### src/core/fsw_consts.svh
// How it works
// - Parameter table byte 6Ch reads E8h, low seven bits code status write method.
// - After power-up, status register 1 takes the last non-volatile value.
// - Instruction 06h arms the next status write into non-volatile storage.
// - Instruction 50h arms a volatile status write that overrides until power-off.
// - Soft reset happens only when 66h is directly followed by 99h.
// - Reset-enable and reset are recognised on one, two or four wires.
// - Parameter table byte 6Dh reads 10h, reporting the 66h/99h reset sequence.
`ifndef FSW_CONSTS_SVH
`define FSW_CONSTS_SVH

`define FSW_CMD_WREN_NV 8'h06
`define FSW_CMD_WREN_VOL 8'h50
`define FSW_CMD_WRSR 8'h01
`define FSW_CMD_RST_EN 8'h66
`define FSW_CMD_RST 8'h99
`define FSW_CMD_TABLE_RD 8'h5A

`define FSW_TBL_ADDR_WRMODE 8'h6C
`define FSW_TBL_VAL_WRMODE 8'hE8
`define FSW_TBL_ADDR_RESET 8'h6D
`define FSW_TBL_VAL_RESET 8'h10
`define FSW_TBL_ADDR_4B_EXIT 8'h6E
`define FSW_TBL_VAL_4B_EXIT 8'hC0
`define FSW_TBL_ADDR_4B_ENTER 8'h6F
`define FSW_TBL_VAL_4B_ENTER 8'h80
`define FSW_TBL_VAL_BLANK 8'hFF

`define FSW_ADDR_BYTES 2'h3
`define FSW_BITS_PER_BYTE 4'h8

`endif

### src/core/fsw_pkg.sv
package fsw_pkg;

  typedef enum logic [1:0] {FSW_W1, FSW_W2, FSW_W4} fsw_width_t;

  typedef enum logic [2:0] {FSW_CMD, FSW_ADDR, FSW_DUMMY, FSW_DATA, FSW_WRSR, FSW_IGNORE} fsw_state_t;

endpackage

### src/core/fsw_core.sv
`timescale 1ns/1ps
`include "fsw_consts.svh"

module fsw_core
  import fsw_pkg::*;
(
  // Clock and reset
  input logic clock_i,
  input logic reset_i,
  // Serial link
  input logic sclk_i,
  input logic cs_n_i,
  input logic [3:0] dq_i,
  output logic [3:0] dq_o,
  output logic [3:0] dq_oe_o,
  // Active interface width
  input fsw_width_t width_i,
  // Non-volatile status storage
  input logic [7:0] nv_status_i,
  output logic nv_write_o,
  output logic [7:0] nv_data_o,
  // Status and reset
  output logic [7:0] status_o,
  output logic soft_reset_o
);

  logic sclk_q;
  logic rise;
  logic fall;
  fsw_state_t st;
  logic [3:0] cnt;
  logic [3:0] ocnt;
  logic [3:0] lanes;
  logic [7:0] sh;
  logic [7:0] sh_in;
  logic [7:0] osh;
  logic [7:0] addr;
  logic [1:0] abytes;
  logic byte_done;
  logic obyte_done;
  logic cmd_done;
  logic wrsr_done;
  logic wel_nv;
  logic wel_vol;
  logic rst_en;
  logic [7:0] out_byte;

  function automatic logic [7:0] fsw_table(input logic [7:0] a);
    unique case (a)
      `FSW_TBL_ADDR_WRMODE: fsw_table = `FSW_TBL_VAL_WRMODE;
      `FSW_TBL_ADDR_RESET: fsw_table = `FSW_TBL_VAL_RESET;
      `FSW_TBL_ADDR_4B_EXIT: fsw_table = `FSW_TBL_VAL_4B_EXIT;
      `FSW_TBL_ADDR_4B_ENTER: fsw_table = `FSW_TBL_VAL_4B_ENTER;
      default: fsw_table = `FSW_TBL_VAL_BLANK;
    endcase
  endfunction

  always_ff @(posedge clock_i) begin
    sclk_q <= reset_i ? 1'b0 : sclk_i;
  end

  assign rise = sclk_i & ~sclk_q & ~cs_n_i;
  assign fall = ~sclk_i & sclk_q & ~cs_n_i;

  // Bits taken per clock follow the active width
  always_comb begin
    unique case (width_i)
      FSW_W1: begin
        lanes = 4'h1;
        sh_in = {sh[6:0], dq_i[0]};
      end
      FSW_W2: begin
        lanes = 4'h2;
        sh_in = {sh[5:0], dq_i[1:0]};
      end
      FSW_W4: begin
        lanes = 4'h4;
        sh_in = {sh[3:0], dq_i};
      end
      default: begin
        lanes = 4'h1;
        sh_in = {sh[6:0], dq_i[0]};
      end
    endcase
  end

  assign byte_done = rise && ((cnt + lanes) == `FSW_BITS_PER_BYTE);
  assign obyte_done = (ocnt + lanes) == `FSW_BITS_PER_BYTE;
  assign cmd_done = byte_done && (st == FSW_CMD);
  assign wrsr_done = byte_done && (st == FSW_WRSR);
  assign out_byte = (ocnt == 4'h0) ? fsw_table(addr) : osh;

  // Instruction decode and framing
  always_ff @(posedge clock_i) begin
    if (reset_i || cs_n_i) begin
      st <= FSW_CMD;
      cnt <= 4'h0;
      sh <= 8'h00;
      abytes <= 2'h0;
    end else if (rise) begin
      sh <= sh_in;
      cnt <= byte_done ? 4'h0 : 4'(cnt + lanes);
      if (byte_done) begin
        unique case (st)
          FSW_CMD: begin
            if (sh_in == `FSW_CMD_TABLE_RD) begin
              st <= FSW_ADDR;
            end else if (sh_in == `FSW_CMD_WRSR) begin
              st <= FSW_WRSR;
            end else begin
              st <= FSW_IGNORE;
            end
          end
          FSW_ADDR: begin
            abytes <= 2'(abytes + 2'h1);
            if (2'(abytes + 2'h1) == `FSW_ADDR_BYTES) begin
              st <= FSW_DUMMY;
            end
          end
          FSW_DUMMY: st <= FSW_DATA;
          FSW_WRSR: st <= FSW_IGNORE;
          FSW_DATA, FSW_IGNORE: st <= st;
        endcase
      end
    end
  end

  // Table address: last address byte is the table offset, then steps by one
  always_ff @(posedge clock_i) begin
    if (reset_i) begin
      addr <= 8'h00;
    end else if (byte_done && st == FSW_ADDR) begin
      addr <= sh_in;
    end else if (fall && st == FSW_DATA && obyte_done) begin
      addr <= 8'(addr + 8'h01);
    end
  end

  // Table data driven on the falling serial edge
  always_ff @(posedge clock_i) begin
    if (reset_i || cs_n_i || st != FSW_DATA) begin
      dq_o <= 4'h0;
      dq_oe_o <= 4'h0;
      ocnt <= 4'h0;
      osh <= 8'h00;
    end else if (fall) begin
      ocnt <= obyte_done ? 4'h0 : 4'(ocnt + lanes);
      osh <= 8'(out_byte << lanes);
      unique case (width_i)
        FSW_W2: begin
          dq_o <= {2'b00, out_byte[7:6]};
          dq_oe_o <= 4'h3;
        end
        FSW_W4: begin
          dq_o <= out_byte[7:4];
          dq_oe_o <= 4'hF;
        end
        default: begin
          dq_o <= {2'b00, out_byte[7], 1'b0};
          dq_oe_o <= 4'h2;
        end
      endcase
    end
  end

  // Write-enable latches survive chip select; consumed by the status write
  always_ff @(posedge clock_i) begin
    if (reset_i) begin
      wel_nv <= 1'b0;
      wel_vol <= 1'b0;
    end else if (wrsr_done || (cmd_done && rst_en && sh_in == `FSW_CMD_RST)) begin
      wel_nv <= 1'b0;
      wel_vol <= 1'b0;
    end else if (cmd_done && sh_in == `FSW_CMD_WREN_NV) begin
      wel_nv <= 1'b1;
    end else if (cmd_done && sh_in == `FSW_CMD_WREN_VOL) begin
      wel_vol <= 1'b1;
    end
  end

  // Status register: loaded from storage at power-up, volatile writes override
  always_ff @(posedge clock_i) begin
    if (reset_i) begin
      status_o <= nv_status_i;
    end else if (wrsr_done && (wel_nv || wel_vol)) begin
      status_o <= sh_in;
    end
  end

  always_ff @(posedge clock_i) begin
    if (reset_i) begin
      nv_write_o <= 1'b0;
      nv_data_o <= 8'h00;
    end else begin
      nv_write_o <= wrsr_done && wel_nv;
      if (wrsr_done && wel_nv) begin
        nv_data_o <= sh_in;
      end
    end
  end

  // Reset-enable holds only until the next instruction
  always_ff @(posedge clock_i) begin
    if (reset_i) begin
      rst_en <= 1'b0;
      soft_reset_o <= 1'b0;
    end else begin
      soft_reset_o <= cmd_done && rst_en && (sh_in == `FSW_CMD_RST);
      if (cmd_done) begin
        rst_en <= (sh_in == `FSW_CMD_RST_EN);
      end
    end
  end
endmodule

### config.mk
export PLATFORM = sky130hd
export DESIGN_NAME = fsw_core
export DESIGN_NICKNAME = d
export VERILOG_FILES = /design/src/core/fsw_pkg.sv /design/src/core/fsw_core.sv
export VERILOG_INCLUDE_DIRS = /design/src /design/src/core
export SDC_FILE = /design/constraint.sdc
export NUM_CORES = 1
export LEC_CHECK = 0
export ABC_AREA = 1
export BUFFER_PORTS_ARGS = -buffer_cell sky130_fd_sc_hd__buf_2
export CORE_MARGIN = 2
export CORE_UTILIZATION = 42
export CTS_BUF_LIST = sky130_fd_sc_hd__clkbuf_16
export DETAILED_ROUTE_END_ITERATION = 16
export HOLD_SLACK_MARGIN = 0.15
export PLACE_DENSITY_LB_ADDON = 0.25
export SKIP_CTS_REPAIR_TIMING = 1
export SYNTH_ARGS = -nofsm -noshare
export SYNTH_HDL_FRONTEND = slang
export SYNTH_SLANG_ARGS = --single-unit
### constraint.sdc
create_clock -name clock_i -period 7.7 [get_ports clock_i]
set_input_delay 1.54 -clock clock_i [delete_from_list [all_inputs] [get_ports clock_i]]
set_output_delay 1.54 -clock clock_i [all_outputs]
set_load 0.03 [all_outputs]
==> flow_metrics.env <==
export IMPL_netlist_area_um2=3850
export IMPL_root_buffer="clkbuf_16"
export IMPL_ys_types=34
export IMPL_crit_path_end_kind="flop"
export IMPL_ir_worst_vdd_v=0.0000913
export IMPL_drv_cap=0
export IMPL_r2r_start="sclk_q$_SDFF_PP0_"
export IMPL_postSynthAreaPerCell_um2=6.70
export IMPL_r2r_cells=9
export IMPL_fin_crit_ns=4.28
export IMPL_hp_class="reg -> reg"
export IMPL_drc_errors=0
export IMPL_synthFlopType="dfxtp_1"
export IMPL_die_h_um=99.8
export IMPL_async_reset_ff_share_pct=0
export IMPL_dieArea_um2=9960
export IMPL_numPortBuffers=43
export IMPL_critical_path_cell_chain="buf_2 -> inv_1 -> ha_1 -> inv_1 -> nand2_1 -> inv_1 -> nand2_1 -> nand2_1 -> nor2_1 -> inv_1 -> nor2_1 -> nand2_1 -> nor3_1 -> nand3_1 -> a21oi_1"
export IMPL_cp_num_buf_inv=5
export IMPL_yosys_top_cells_area="dfxtp_1 (30%), nand2_1 (14%), nand3_1 (8.7%)"
export IMPL_num_vias=3806
export IMPL_max_stage_delay_ns=0.75
export IMPL_hpwl_um=7150
export IMPL_fin_setup_tns_ns=0
export IMPL_fp_coreArea_um2=8810
export IMPL_cts_path_max_buffers=2
export IMPL_numCtsBuffers=9
export IMPL_fp_dieW_um=99.8
export IMPL_status="completed"
export IMPL_first_pass_iters=7
export IMPL_fp_row_count=34
export IMPL_wirelength_um=9790
export IMPL_worst_slack_ns=3.42
export IMPL_drive_gt1_share_pct=11.7
export IMPL_synth_nets=606
export IMPL_antenna_found_initial=0
export IMPL_multi_input_area_um2=2090
export IMPL_start_util_pct=43.8
export IMPL_holdPathStages=2
export IMPL_synth_edf_count=8
export IMPL_gp_congestion=0.870
export IMPL_finalCritPeriodShare_pct=55.6
export IMPL_viasPerCell=5.26
export IMPL_finalHoldViolations=0
export IMPL_detail_route_wl_per_cell_um=13.5
export IMPL_p_leak_nw=2.03
export IMPL_grt_overflow=0
export IMPL_synth_top_cell_by_area="dfxtp_1"
export IMPL_ff_latch_area_um2=1380
export IMPL_synth_cells=575
export IMPL_cts_tree="built"
export IMPL_io_pins=44
export IMPL_yosysWarnings=0
export IMPL_critPathSlowestCell="ha_1"
export IMPL_synth_top_area_share_pct=29.6
export IMPL_worstSkewPairLatency_ns=0.33
export IMPL_critPathLaunchType="input port"
export IMPL_total_power_w=0.000851
export IMPL_seq_area_frac_synth_pct=35.8
export IMPL_finalClockSkew_ns=0.00804
export IMPL_synth_most_common_cell="nand2_1"
export IMPL_critPathTopFamily="simple AND/OR/NAND/NOR gates"
export IMPL_synth_seq_cells=65
export IMPL_critical_path_class="in -> reg"
export IMPL_clock_sinks=65
export IMPL_syn2layout_area_growth_pct=14.8
export IMPL_path_clk_slew_ns=0.05
export IMPL_nets=641
export IMPL_stdcell_area_um2=4420
export IMPL_nFillCells=894
export IMPL_ys_top_cells_by_count="nand2_1 (144), inv_1 (72), nand3_1 (67), dfxtp_1 (57), nor2_1 (52)"
export IMPL_crit_fanout=21
export IMPL_rsz0062_at_grt="false"
export IMPL_arrival_ns=4.53
export IMPL_preCtsSetupSlack_ns=3.15
export IMPL_path_depth=15
export IMPL_max_freq_mhz=234
export IMPL_hold_start="nv_data_o[0]$_SDFFE_PP0P_"
export IMPL_worst_pin_slew_ns=0.724
export IMPL_power_density_nw_per_um2=192
export IMPL_grt_pass1_wl_um=16400
export IMPL_diodes=0
export IMPL_postRouteAntennaNets=0
export IMPL_track_usage_pct=20.4
export IMPL_place_area_um2=4110
export IMPL_relSlewSlack_pct=51.4
export IMPL_worst_ep_required_time_ns=7.95
export IMPL_drtIter0Drc=341
export IMPL_first_global_vias=3517
export IMPL_cts_htree_levels=3
export IMPL_grt_max_degree=36
export IMPL_setup_violations=0
export IMPL_crit_start="width_i[0]"
export IMPL_maxSlewViolCount=0
## cell usage in the layout, fill, tap and decap left out
cell	n
nor3_4	1
o21bai_1	1
nand3b_1	1
nor2_1	52
o21ai_1	1
xor2_1	9
and3_1	1
o21a_1	1
ha_1	13
clkbuf_16	9
a31oi_1	1
nand2_2	3
a21boi_1	1
o21ai_0	28
o211ai_1	7
nand2_1	144
inv_1	73
buf_2	43
nand4_1	18
nor2_4	5
nand3_2	2
dfxtp_1	57
nor3_1	7
bufinv_16	2
or2_2	2
clkinv_1	5
xnor2_1	2
clkinvlp_4	2
nand3_1	67
inv_2	1
xor2_2	1
edfxtp_1	8
buf_4	1
a21oi_1	46
## report_power, final
part | internal [W] | switching [W] | total, W | leakage, nW
sequential | 0.000349 | 0.00000214 | 0.000351 | 0.541
combinational | 0.0000202 | 0.0000535 | 0.0000736 | 1.34
clock | 0.000280 | 0.000147 | 0.000426 | 0.148
total | 0.000649 | 0.000202 | 0.000851 | 2.03
## logic make-up (layout without fill, tap and decap cells)
kind of cell | Yosys count | count (layout) | synth area share, %
flops | 65 | 65 | 35.8
fa+ha+maj | 13 | 13 | 4.22
simple gates | 303 | 303 | 35.2
buf+inv | 96 | 136 | 10.0
xor+xnor | 12 | 12 | 2.92
compound gates | 86 | 86 | 11.8
## state kept, by name, indices dropped and copies added (netlist names), 4 cells and up
| signal | flops |
|---|---|
| addr | 8 |
| cnt | 4 |
| dq_o | 4 |
| nv_data_o | 8 |
| ocnt | 4 |
| osh | 8 |
| sh | 7 |
| status_o | 8 |
## final timing paths
| kind | endpoint | slack, ns |
|---|---|---|
| min | nv_data_o[0]$_SDFFE_PP0P_ | 0.45 |
| max | wel_vol$_SDFFE_PP0P_ | 3.42 |
| max reg2reg | status_o[2]$_DFFE_PP_ | 5.14 |
| min reg2reg | nv_data_o[0]$_SDFFE_PP0P_ | 0.45 |
## routing by layer
layer  vias to the layer above  part of all wire, %  GRT usage (%)
met2                       123                   44           31.8
li1                       1943                    -              -
met3                        11                  6.2           4.53
met4                         0                  1.2           5.90
met5                         -                    0              0
met1                      1729                   49           28.4
## worst min-delay path, stage by stage (launching register included)
cell	delay (ns)
dfxtp_1	0.30
nand2_1	0.06
a21oi_1	0.05
## metrics by stage
stage	std cells	utilization [%]	hold slack, ns
floorplan	575	-	0.419
global placement	707	46.7	0.444
detailed placement	707	46.7	0.450
CTS	723	50.2	0.459
global route	723	50.2	0.484
finish	723	50.2	0.455
## cell type report
cell class / count / area share, %
clock buffers: 9 / 5.09
flip-flops and latches: 65 / 31.2
repair buffers: 44 / 5.03
multi-input cells: 414 / 47.2
inverters: 76 / 6.45
well taps: 108 / 3.05
clock inverters: 7 / 1.95
(Power assumes the default switching activity.)
